## config.mk

```make
export PLATFORM = sky130hd
export DESIGN_NAME = svcat_calibrator
export DESIGN_NICKNAME = d
export VERILOG_FILES = /design/src/design/svcat_calibrator.v
export VERILOG_INCLUDE_DIRS = /design/src /design/src/design
export SDC_FILE = /design/constraint.sdc
export NUM_CORES = 1
export LEC_CHECK = 0
export BUFFER_PORTS_ARGS = -buffer_cell sky130_fd_sc_hd__buf_2
export CAP_MARGIN = 10
export CORE_ASPECT_RATIO = 1.1
export CORE_MARGIN = 1.5
export CORE_UTILIZATION = 53
export CTS_BUF_LIST = sky130_fd_sc_hd__clkbuf_2
export CTS_CLUSTER_SIZE = 30
export DETAILED_ROUTE_END_ITERATION = 16
export HOLD_SLACK_MARGIN = 0.03
export PLACE_DENSITY = 0.74
export SETUP_SLACK_MARGIN = 0.4
export SLEW_MARGIN = 20
export SYNTH_ARGS = -nofsm -noshare
export SYNTH_HDL_FRONTEND = slang
export SYNTH_SLANG_ARGS = --single-unit
```

## constraint.sdc

```tcl
create_clock -name ref_clk_i -period 11.9 [get_ports ref_clk_i]
set_clock_uncertainty 0.1 [all_clocks]
set_input_delay 2.38 -clock ref_clk_i [delete_from_list [all_inputs] [get_ports ref_clk_i]]
set_output_delay 2.38 -clock ref_clk_i [all_outputs]
set_load 0.03 [all_outputs]
```

## src/design/svcat_defs.vh

```
// Constants for the step VCO autotune calibrator.
// Included by the calibrator module; definitions only.
`ifndef SVCAT_DEFS_VH
`define SVCAT_DEFS_VH

// Register addresses
`define SVCAT_A_REFDIV 6'h03
`define SVCAT_A_TUNE 6'h0a
`define SVCAT_A_DIRECT 6'h0b
`define SVCAT_A_INTG 6'h0f
`define SVCAT_A_FRAC 6'h10
`define SVCAT_A_RESULT 6'h20

// Tuning configuration fields
`define SVCAT_T_AUTO 0
`define SVCAT_T_NCYC_LO 2
`define SVCAT_T_NCYC_HI 5
`define SVCAT_T_INV 6
`define SVCAT_T_SWAP 7
`define SVCAT_T_DIV_LO 10
`define SVCAT_T_DIV_HI 11

// Reset values
`define SVCAT_RST_REFDIV 14'h0001
`define SVCAT_RST_TUNE 12'h000
`define SVCAT_RST_DIRECT 10'h000
`define SVCAT_RST_INTG 16'h0000
`define SVCAT_RST_FRAC 24'h000000
`define SVCAT_RST_RESULT 8'h00

// Search and measurement
`define SVCAT_CODE_BITS 5
`define SVCAT_VCO_PRESCALE 5'h1f
`define SVCAT_FRAC_BITS 24
`define SVCAT_PRE_SHIFT 5
`define SVCAT_SETTLE_CYC 4'h4

// VCO serial frame
`define SVCAT_SER_BITS 16
`define SVCAT_SER_LAST 4'hf
`define SVCAT_SER_ADDR 6'h00

`endif

```

## src/design/svcat_calibrator.v

```verilog
// Step VCO autotune calibrator: register file, measurement counter,
// successive-approximation switch search and VCO serial writer.
// Assumes reg_* strobes come from logic on ref_clk_i; vco_tick_i is a
// prescaled VCO signal from another domain, slow enough to sample.
`timescale 1ns/10ps
`include "svcat_defs.vh"

module svcat_calibrator (
   // Clock, reset, enable
   input wire ref_clk_i,
   input wire rst_n_i,
   input wire ce_i,
   // Register port
   input wire reg_wr_i,
   input wire reg_rd_i,
   input wire [5:0] reg_addr_i,
   input wire [23:0] reg_wdata_i,
   output reg [23:0] reg_rdata_o,
   // VCO frequency sample pin
   input wire vco_tick_i,
   // VCO serial port
   output reg vco_sclk_o,
   output reg vco_sdata_o,
   output reg vco_sen_o,
   // Synthesizer side
   output reg [15:0] intg_active_o,
   output reg [23:0] frac_active_o,
   output reg freq_update_o,
   output reg vtune_hold_mid_o,
   output wire cal_busy_o
);

   localparam ST_IDLE = 3'd0;
   localparam ST_SER = 3'd1;
   localparam ST_SETTLE = 3'd2;
   localparam ST_MEAS = 3'd3;
   localparam ST_DECIDE = 3'd4;

   function [4:0] svcat_rev5;
      input [4:0] c;
      begin
         svcat_rev5 = {c[0], c[1], c[2], c[3], c[4]};
      end
   endfunction

   // Frame for the VCO: address then 10-bit data
   function [15:0] svcat_frame;
      input [9:0] d;
      begin
         svcat_frame = {`SVCAT_SER_ADDR, d};
      end
   endfunction

   reg rst_s1_q, rst_n_q;
   reg [13:0] refdiv_q;
   reg [11:0] tune_q;
   reg [9:0] direct_q;
   reg [15:0] intg_buf_q;
   reg [23:0] frac_buf_q;
   reg [7:0] result_q;
   reg [2:0] st_q;
   reg cal_q;
   reg [4:0] code_q, best_q;
   reg [2:0] bit_q;
   reg extra_q, finish_q, have_best_q;
   reg [23:0] best_err_q;
   reg [15:0] ser_sh_q;
   reg [3:0] ser_cnt_q;
   reg ser_ph_q;
   reg [3:0] settle_q;
   reg [19:0] win_q;
   reg [4:0] pre_q;
   reg [23:0] vco_measure_counter;
   reg vs1_q, vs2_q, vs3_q;

   wire [3:0] ncyc = tune_q[`SVCAT_T_NCYC_HI:`SVCAT_T_NCYC_LO];
   wire [1:0] rdiv = tune_q[`SVCAT_T_DIV_HI:`SVCAT_T_DIV_LO];
   wire [4:0] win_shift = {1'b0, ncyc} + {3'b000, rdiv};
   wire [19:0] win_len = 20'h00001 << win_shift;
   wire [39:0] n_val = {intg_active_o, frac_active_o};
   wire [63:0] n_scaled = {24'h000000, n_val} << win_shift;
   // VCO cycles over window, divided by the prescale of 32
   wire [23:0] target = n_scaled[`SVCAT_FRAC_BITS + `SVCAT_PRE_SHIFT +: 24];
   wire too_fast = vco_measure_counter > target;
   wire [23:0] err_abs = too_fast ? vco_measure_counter - target :
      target - vco_measure_counter;
   // Higher code lowers frequency unless inverted
   wire keep_bit = too_fast ^ tune_q[`SVCAT_T_INV];
   wire vco_edge = vs2_q & ~vs3_q;
   wire frac_wr = reg_wr_i && reg_addr_i == `SVCAT_A_FRAC;
   wire [4:0] shaped = tune_q[`SVCAT_T_SWAP] ? svcat_rev5(code_q) : code_q;
   wire [4:0] shaped_best = tune_q[`SVCAT_T_SWAP] ? svcat_rev5(best_q) : best_q;
   // Next step's code: tested bit kept or cleared, next lower bit set
   wire [4:0] next_code = (code_q & ~(keep_bit ? 5'h00 : 5'h01 << bit_q)) |
      (5'h01 << (bit_q - 3'd1));

   assign cal_busy_o = cal_q;

   // Reset release through two flip-flops
   always @(posedge ref_clk_i or negedge rst_n_i) begin
      if (!rst_n_i) begin
         rst_s1_q <= 1'b0;
         rst_n_q <= 1'b0;
      end else begin
         rst_s1_q <= 1'b1;
         rst_n_q <= rst_s1_q;
      end
   end

   // VCO sample pin synchroniser plus edge history
   always @(posedge ref_clk_i or negedge rst_n_q) begin
      if (!rst_n_q) begin
         vs1_q <= 1'b0;
         vs2_q <= 1'b0;
         vs3_q <= 1'b0;
      end else if (ce_i) begin
         vs1_q <= vco_tick_i;
         vs2_q <= vs1_q;
         vs3_q <= vs2_q;
      end
   end

   // Register file and read port
   always @(posedge ref_clk_i or negedge rst_n_q) begin
      if (!rst_n_q) begin
         refdiv_q <= `SVCAT_RST_REFDIV;
         tune_q <= `SVCAT_RST_TUNE;
         direct_q <= `SVCAT_RST_DIRECT;
         intg_buf_q <= `SVCAT_RST_INTG;
         frac_buf_q <= `SVCAT_RST_FRAC;
         reg_rdata_o <= 24'h000000;
      end else if (ce_i) begin
         if (reg_wr_i) begin
            case (reg_addr_i)
               `SVCAT_A_REFDIV: refdiv_q <= reg_wdata_i[13:0];
               `SVCAT_A_TUNE: tune_q <= reg_wdata_i[11:0];
               `SVCAT_A_DIRECT: direct_q <= reg_wdata_i[9:0];
               `SVCAT_A_INTG: intg_buf_q <= reg_wdata_i[15:0];
               `SVCAT_A_FRAC: frac_buf_q <= reg_wdata_i;
               default: ;
            endcase
         end
         if (reg_rd_i) begin
            case (reg_addr_i)
               `SVCAT_A_REFDIV: reg_rdata_o <= {10'h000, refdiv_q};
               `SVCAT_A_TUNE: reg_rdata_o <= {12'h000, tune_q};
               `SVCAT_A_DIRECT: reg_rdata_o <= {14'h0000, direct_q};
               `SVCAT_A_INTG: reg_rdata_o <= {8'h00, intg_buf_q};
               `SVCAT_A_FRAC: reg_rdata_o <= frac_buf_q;
               `SVCAT_A_RESULT: reg_rdata_o <= {16'h0000, result_q};
               default: reg_rdata_o <= 24'h000000;
            endcase
         end
      end
   end

   // Sequencer: frequency change, search, serial writes
   always @(posedge ref_clk_i or negedge rst_n_q) begin
      if (!rst_n_q) begin
         st_q <= ST_IDLE;
         cal_q <= 1'b0;
         intg_active_o <= `SVCAT_RST_INTG;
         frac_active_o <= `SVCAT_RST_FRAC;
         freq_update_o <= 1'b0;
         vtune_hold_mid_o <= 1'b0;
         result_q <= `SVCAT_RST_RESULT;
         code_q <= 5'h00;
         best_q <= 5'h00;
         bit_q <= 3'd0;
         extra_q <= 1'b0;
         finish_q <= 1'b0;
         have_best_q <= 1'b0;
         best_err_q <= 24'h000000;
         ser_sh_q <= 16'h0000;
         ser_cnt_q <= 4'h0;
         ser_ph_q <= 1'b0;
         settle_q <= 4'h0;
         win_q <= 20'h00000;
         pre_q <= 5'h00;
         vco_measure_counter <= 24'h000000;
         vco_sclk_o <= 1'b0;
         vco_sdata_o <= 1'b0;
         vco_sen_o <= 1'b0;
      end else if (ce_i) begin
         freq_update_o <= 1'b0;
         case (st_q)
            ST_IDLE: begin
               // Requests while busy never reach here
               if (frac_wr) begin
                  intg_active_o <= intg_buf_q;
                  frac_active_o <= reg_wdata_i;
                  freq_update_o <= 1'b1;
                  ser_cnt_q <= 4'h0;
                  ser_ph_q <= 1'b0;
                  st_q <= ST_SER;
                  if (tune_q[`SVCAT_T_AUTO]) begin
                     cal_q <= 1'b1;
                     vtune_hold_mid_o <= 1'b1;
                     code_q <= 5'h10;
                     bit_q <= 3'd4;
                     extra_q <= 1'b0;
                     finish_q <= 1'b0;
                     have_best_q <= 1'b0;
                     ser_sh_q <= svcat_frame({5'h00, tune_q[`SVCAT_T_SWAP] ?
                        svcat_rev5(5'h10) : 5'h10});
                  end else begin
                     ser_sh_q <= svcat_frame(direct_q);
                  end
               end
            end
            ST_SER: begin
               vco_sen_o <= 1'b1;
               if (!ser_ph_q) begin
                  vco_sclk_o <= 1'b0;
                  vco_sdata_o <= ser_sh_q[`SVCAT_SER_BITS - 1];
                  ser_ph_q <= 1'b1;
               end else begin
                  // VCO samples on the rising edge
                  vco_sclk_o <= 1'b1;
                  ser_ph_q <= 1'b0;
                  ser_sh_q <= {ser_sh_q[14:0], 1'b0};
                  ser_cnt_q <= ser_cnt_q + 4'h1;
                  if (ser_cnt_q == `SVCAT_SER_LAST) begin
                     settle_q <= `SVCAT_SETTLE_CYC;
                     st_q <= ST_SETTLE;
                  end
               end
            end
            ST_SETTLE: begin
               vco_sclk_o <= 1'b0;
               vco_sen_o <= 1'b0;
               vco_sdata_o <= 1'b0;
               // Gives the VCO switch time to land before counting
               if (settle_q != 4'h0) begin
                  settle_q <= settle_q - 4'h1;
               end else if (!cal_q) begin
                  st_q <= ST_IDLE;
               end else if (finish_q) begin
                  cal_q <= 1'b0;
                  vtune_hold_mid_o <= 1'b0;
                  st_q <= ST_IDLE;
               end else begin
                  win_q <= win_len;
                  pre_q <= 5'h00;
                  vco_measure_counter <= 24'h000000;
                  st_q <= ST_MEAS;
               end
            end
            ST_MEAS: begin
               if (vco_edge) begin
                  pre_q <= pre_q + 5'h01;
                  if (pre_q == `SVCAT_VCO_PRESCALE) begin
                     vco_measure_counter <= vco_measure_counter + 24'h000001;
                  end
               end
               win_q <= win_q - 20'h00001;
               if (win_q == 20'h00001) begin
                  st_q <= ST_DECIDE;
               end
            end
            ST_DECIDE: begin
               if (!have_best_q || err_abs < best_err_q) begin
                  best_q <= code_q;
                  best_err_q <= err_abs;
                  have_best_q <= 1'b1;
               end
               ser_cnt_q <= 4'h0;
               ser_ph_q <= 1'b0;
               st_q <= ST_SER;
               if (!extra_q && !keep_bit) begin
                  code_q[bit_q] <= 1'b0;
               end
               if (!extra_q && bit_q != 3'd0) begin
                  code_q[bit_q - 3'd1] <= 1'b1;
                  bit_q <= bit_q - 3'd1;
                  // Shape after building the code, so swap cannot scramble the masks
                  ser_sh_q <= svcat_frame({5'h00, tune_q[`SVCAT_T_SWAP] ?
                     svcat_rev5(next_code) : next_code});
               end else if (!extra_q && !keep_bit) begin
                  // Cleared LSB leaves one code unmeasured: sixth step
                  extra_q <= 1'b1;
                  ser_sh_q <= svcat_frame({5'h00, tune_q[`SVCAT_T_SWAP] ?
                     svcat_rev5({code_q[4:1], 1'b0}) : {code_q[4:1], 1'b0}});
               end else begin
                  finish_q <= 1'b1;
                  if (have_best_q && err_abs >= best_err_q) begin
                     result_q <= {3'b000, best_q};
                     ser_sh_q <= svcat_frame({5'h00, shaped_best});
                  end else begin
                     result_q <= {3'b000, code_q};
                     ser_sh_q <= svcat_frame({5'h00, shaped});
                  end
               end
            end
            default: st_q <= ST_IDLE;
         endcase
      end
   end

endmodule

```

==> results of run 1 <==
## logic make-up (layout without fill, tap and decap cells)
kind of cell	after synthesis	in the layout	share of synthesized area, %
muxes	224	224	16.2
adders and majority gates	89	89	6.35
buffers and inverters	209	351	4.82
AOI/OAI and AO/OA	503	503	17.9
DFF	273	273	38.2
other	1	2	0.0210
xor gates and xnor gates	50	50	2.45
and+or+nand+nor	527	527	14.0
## metal layers
metal	up-vias	GRT usage (%)	wire (microns)
met5	-	0	0
met4	0	15.1	2170
met3	136	5.27	3170
met2	604	47.2	23500
met1	7272	37.5	20700
li1	7006	-	-
## layout by cell type, fill, tap and decap left out, types with 41 or more instances in the layout
master	synthesis	layout
clkbuf_2	0	106
buf_2	17	105
a21oi_1	118	118
a21o_1	41	41
nor2_1	117	117
dfrtp_1	272	271
mux2i_1	47	47
o21ai_0	154	154
nand2_1	216	216
mux2_2	107	107
ha_1	86	85
inv_1	101	101
## flip-flops by register name (all words and copies together) (netlist names), 3 cells and up
name	flops
best_err_q	24
best_q	5
bit_q	3
code_q	5
direct_q	10
frac_active_o	24
frac_buf_q	24
intg_active_o	16
intg_buf_q	16
pre_q	5
refdiv_q	14
reg_rdata_o	24
result_q	5
ser_cnt_q	4
ser_sh_q	16
settle_q	4
st_q	3
tune_q	12
vco_measure_counter	24
win_q	20
## power breakdown
part           internal [mW]  leakage (nW)  switching, mW
combinational          0.916          5.13           1.45
sequential              1.08          3.65          0.176
clock                  0.239         0.481          0.397
total                   2.23          9.27           2.02
## final cells by class
type / instances / area share [%]
multi-input cells: 1394 / 53.0
inverters: 101 / 1.96
clock buffers: 106 / 2.75
diodes: 1 / 0.0130
repair buffers: 125 / 3.60
flip-flops and latches: 273 / 35.4
clock inverters: 19 / 0.460
well taps: 432 / 2.80
## metrics by stage
step | std cells | setup WS [ns]
floorplan | 1876 | 3.63
finish | 2451 | 2.87
global placement | 2324 | 3.17
global route | 2451 | 2.27
detailed placement | 2324 | 2.95
CTS | 2449 | 2.89
## worst paths after layout
path,from,end,cells past startpoint
worst max-delay path,tune_q[2],best_err_q[23],26
worst min-delay path,rst_s1_q,rst_n_q,0
worst max register to register,tune_q[2],best_err_q[23],26
worst min register to register,rst_s1_q,rst_n_q,0
max in group asynchronous,rst_n_q,intg_active_o[15],3
min in group asynchronous,rst_n_q,ser_sh_q[3],0
## worst max-delay path, delay by kind of cell, from the launching register on
family / cells / cell delay [ns]
flops: 1 / 0.41
mux: 2 / 0.78
compound gates: 9 / 2.39
simple gates: 9 / 2.31
fa+ha+maj: 4 / 1.83
buf+inv: 2 / 1.03
==> flow_metrics.py, run 1 <==
metrics = {
    "synthesis": {
        "synthFlopType": "dfrtp_1",
        "synth_top_cells_by_area": "dfrtp_1, mux2_2, ha_1",
        "ys_top_cells_by_count": "dfrtp_1, nand2_1, o21ai_0, a21oi_1, nor2_1",
        "post_synth_num_cell_types": 91,
        "synth-async-reset-ratio_pct": 100,
        "synth-edff-count": 0,
        "synthMostInstantiatedCell": "dfrtp_1",
        "synthesis.instances": 1876,
        "ys_seq_elements": 273,
        "syn_nets": 2001,
        "synth-seq-area-share_pct": 38.2,
        "synth_top_cell_by_area": "dfrtp_1",
        "syn-cell-area_sq_um": 17900,
        "yosysTopAreaCellShare_pct": 38.0,
        "synthesis.yosys.warnings": 0,
        "synth.avg_cell_area_sq_um": 9.54,
    },
    "timing": {
        "worst_pin_slew_ns": 0.983,
        "finalHoldWorstSlack_ns": 0.251,
        "rsz0062_at_grt": "false",
        "timing.final.hold_violations": 0,
        "finalSetupViolations": 0,
        "max-slew-margin-rel_pct": 34.5,
        "min_period_ns": 9.03,
        "drv_slew": 0,
        "final.period_utilization_pct": 75.9,
        "max_freq_mhz": 111,
        "setup_tns_ns": 0,
    },
    "final_layout": {
        "final_core_util_pct": 58.1,
        "layout-drive-gt1-share_pct": 22.2,
        "sequential_cell_area_sq_um": 6840,
        "multiInputGateArea_sq_um": 10200,
        "flow.area_growth_from_synthesis_pct": 7.97,
        "fillers": 3018,
        "fin_area_sq_um": 19300,
        "fin_nets": 2091,
    },
    "drt": {
        "total_wirelength_of_the_detailed_routed_design_mm": 49.5,
        "drt_first_pass_iters": 5,
        "drt-initial-drc-count": 988,
        "route.vias.total": 15000,
        "drc": 0,
        "detail_route.vias_per_cell": 6.13,
        "post_drt_wl_per_cell_microns": 20.2,
        "drt.antenna.violating_nets": 0,
    },
    "clock_network": {
        "root_buf_cell": "clkbuf_2",
        "cts.path.max_buffers": 3,
        "tritoncts": "done",
        "cts_resized": 0,
        "h-tree-depth": 3,
        "insertion_delay_ns": 0.98,
        "cts_sinks": 273,
        "postCtsSetupRepairBufs": 0,
        "clk_pin_slew_worst_paths_ns": 0.11,
        "tritoncts.num_buffers": 71,
        "cts-hold-fix-buffers": 0,
    },
    "setup_path": {
        "max_stage_delay_ns": 0.74,
        "critical_path.slowest_cell": "fa_2",
        "cp_data_arrival_time_ns": 9.78,
        "timing.reg2reg.setup_slack_ns": 2.87,
        "setup.worst_path.start_class": "flop",
        "crit_fanout": 38,
        "setup.worst_path.class": "reg -> reg",
        "crit_required_ns": 12.64,
        "critical_path.endpoint_type": "flop",
    },
    "place": {
        "port-buffer-count": 105,
        "placement.cell_area_sq_um": 18700,
        "dp_hpwl_mm": 36.2,
        "finalWeightedCongestion": 0.920,
    },
    "die": {
        "top_level_ports": 106,
        "rows": 70,
        "floorplan.die_area_sq_um": 34900,
        "core_area_sq_um": 33300,
        "die_w_microns": 178,
        "initial_utilization_pct": 53.8,
        "die_h_microns": 196,
    },
    "job": {
        "count_of_maximum_capacitance_violations": 0,
    },
    "power_and_ir_drop": {
        "vdd_ir_drop_max_v": 0.000115,
        "p_leak_nw": 9.27,
        "report.power.total_mw": 4.26,
        "cellPowerDensity_nw_per_um2": 220,
    },
    "global_routing": {
        "grt_first_pass_wirelength_mm": 79.7,
        "remaining_global_route_overflow": 0,
        "grt_pass1_vias": 15100,
        "global_route.usage.total_pct": 29.2,
        "largest_net_degree_at_the_start_of_global_routing": 81,
        "antenna_found_initial": 2,
    },
    "hold_path": {
        "timing.hold.worst.class": "reg -> reg",
    },
    "status": {
        "run_status": "complete, no violations",
    },
}
Power figures use the tool's default switching activity.
==> inputs of run 2 (changes only) <==
==> constraint.sdc (replaced) <==
create_clock -name ref_clk_i -period 9.5 [get_ports ref_clk_i]
set_clock_uncertainty 0.1 [all_clocks]
set_input_delay 1.9 -clock ref_clk_i [delete_from_list [all_inputs] [get_ports ref_clk_i]]
set_output_delay 1.9 -clock ref_clk_i [all_outputs]
set_load 0.03 [all_outputs]
==> flow_metrics.py, run 2 (synthesized netlist as in run 1, its figures left out) <==
metrics = {
    "clock_network": {
        "cts.path.max_buffers": 3,
        "root_buf_cell": "clkbuf_2",
        "cts_sinks": 273,
        "h-tree-depth": 3,
        "tritoncts": "done",
        "tritoncts.num_buffers": 72,
        "insertion_delay_ns": 0.90,
        "clk_pin_slew_worst_paths_ns": 0.11,
    },
    "global_routing": {
        "remaining_global_route_overflow": 0,
        "grt.met1_usage_pct": 37.2,
        "largest_net_degree_at_the_start_of_global_routing": 84,
        "grt_first_pass_wirelength_mm": 79.1,
        "globalRouteMet3Util_pct": 5.02,
        "antenna_found_initial": 1,
        "grt_pass1_vias": 14900,
        "global_route.peak_usage_layer": "met2",
        "grt.met2_usage_pct": 46.5,
        "global_route.usage.total_pct": 28.8,
    },
    "status": {
        "run_status": "complete, no violations",
    },
    "final_layout": {
        "sequential_cell_area_sq_um": 6840,
        "layout_commonest_cell": "dfrtp_1",
        "flow.area_growth_from_synthesis_pct": 8.35,
        "layout_common_cells": "dfrtp_1, nand2_1, o21ai_0",
        "fin_area_sq_um": 19400,
        "multiInputGateArea_sq_um": 10300,
        "layout-drive-gt1-share_pct": 22.2,
        "final_core_util_pct": 58.3,
        "fin_nets": 2096,
        "fillers": 2912,
    },
    "die": {
        "die_w_microns": 178,
        "core_area_sq_um": 33300,
        "initial_utilization_pct": 53.8,
        "floorplan.die_area_sq_um": 34900,
        "rows": 70,
        "top_level_ports": 106,
        "die_h_microns": 196,
    },
    "drt": {
        "drc": 0,
        "post_drt_wl_per_cell_microns": 20.0,
        "drt-initial-drc-count": 1176,
        "drt_first_pass_iters": 5,
        "route.vias.total": 15100,
        "total_wirelength_of_the_detailed_routed_design_mm": 49.3,
        "detail_route.vias_per_cell": 6.15,
        "drt.antenna.violating_nets": 0,
    },
    "setup_path": {
        "setup.worst_path.class": "reg -> reg",
        "cp_data_arrival_time_ns": 9.26,
        "setup.worst_path.start_class": "flop",
        "critical_path.endpoint_type": "flop",
        "crit_fanout": 23,
        "crit_required_ns": 10.16,
    },
    "place": {
        "dp_hpwl_mm": 36.0,
        "placement.cell_area_sq_um": 18700,
        "finalWeightedCongestion": 0.983,
        "port-buffer-count": 105,
    },
    "power_and_ir_drop": {
        "cellPowerDensity_nw_per_um2": 278,
        "p_leak_nw": 9.27,
        "report.power.total_mw": 5.39,
        "vdd_ir_drop_max_v": 0.000162,
    },
    "job": {
        "count_of_maximum_capacitance_violations": 0,
    },
    "timing": {
        "setup_tns_ns": 0,
        "timing.final.hold_violations": 0,
        "max_freq_mhz": 116,
        "drv_slew": 0,
        "worst_pin_slew_ns": 0.978,
        "min_period_ns": 8.60,
        "final.period_utilization_pct": 90.5,
        "rsz0062_at_grt": "true",
        "max-slew-margin-rel_pct": 34.6,
        "finalSetupViolations": 0,
    },
    "hold_path": {
        "timing.hold.worst.class": "reg -> reg",
    },
}
run 2: repair_timing:
| item | 4_1_cts | 5_1_grt |
|---|---|---|
| endpoints found under the setup margin | 0 | 26 |
| setup buffers | 0 | 0 |
| gates resized for setup | 0 | 4 |
| hold buffers | 0 | 0 |
run 2: metrics by stage:
step                      setup slack, ns  instances  hold slack (ns)
after detailed placement            0.758       2328            0.236
after CTS                           0.760       2456            0.248
after floorplan                      1.23       1876            0.231
after global placement               1.01       2328            0.244
after global routing                0.376       2458            0.255
final                               0.899       2458            0.248
run 2: final cells by class:
cell class	count	share of cell area, %
clock inverter	31	0.858
clock buffer	97	2.50
timing repair inverter	1	0.0387
multi-input combinational	1394	52.9
inverter	101	1.97
tap	432	2.79
timing repair buffer	128	3.68
sequential	273	35.3
antenna	1	0.0129
run 2: path summary, 6_finish.rpt:
check / startpoint / endpoint / slack [ns] / depth (start not counted)
min: rst_s1_q / rst_n_q / 0.25 / 0
max reg2reg: tune_q[2] / best_err_q[23] / 0.90 / 26
min in group asynchronous: rst_n_q / settle_q[2] / 0.39 / 0
max in group asynchronous: rst_n_q / best_err_q[2] / 7.43 / 1
max: tune_q[2] / best_err_q[23] / 0.90 / 26
min reg2reg: rst_s1_q / rst_n_q / 0.25 / 0
run 2: power by group:
group | internal [mW] | switching (mW) | total, mW
registers | 1.35 | 0.224 | 1.57
logic | 1.16 | 1.84 | 2.99
clock network | 0.311 | 0.507 | 0.818
total | 2.82 | 2.57 | 5.39
run 2: worst max-delay path, stage by stage, from the launching register on:
cell        delay, ns
dfrtp_1          0.41
ha_2             0.21
fa_2             0.90
buf_4            0.27
mux4_2           0.53
mux2i_1          0.22
nand2_1          0.07
o21ai_0          0.10
o21ai_0          0.19
ha_1             0.61
nand4_2          0.26
nor4_4           0.36
o21ai_2          0.16
and3_4           0.25
nor2_4           0.38
a2111oi_0        0.23
o31a_1           0.34
nor4_1           0.41
nor2_1           0.08
ha_1             0.31
nand4_1          0.13
or2_2            0.31
o2111ai_1        0.28
a211o_2          0.42
clkinvlp_4       0.42
o2111a_1         0.27
a221o_1          0.25
run 2: layer usage:
layer,wire length [microns],part of all wire [%]
met1,20400,41
met2,23500,48
met3,3110,6.3
met4,2300,4.7
met5,0,0
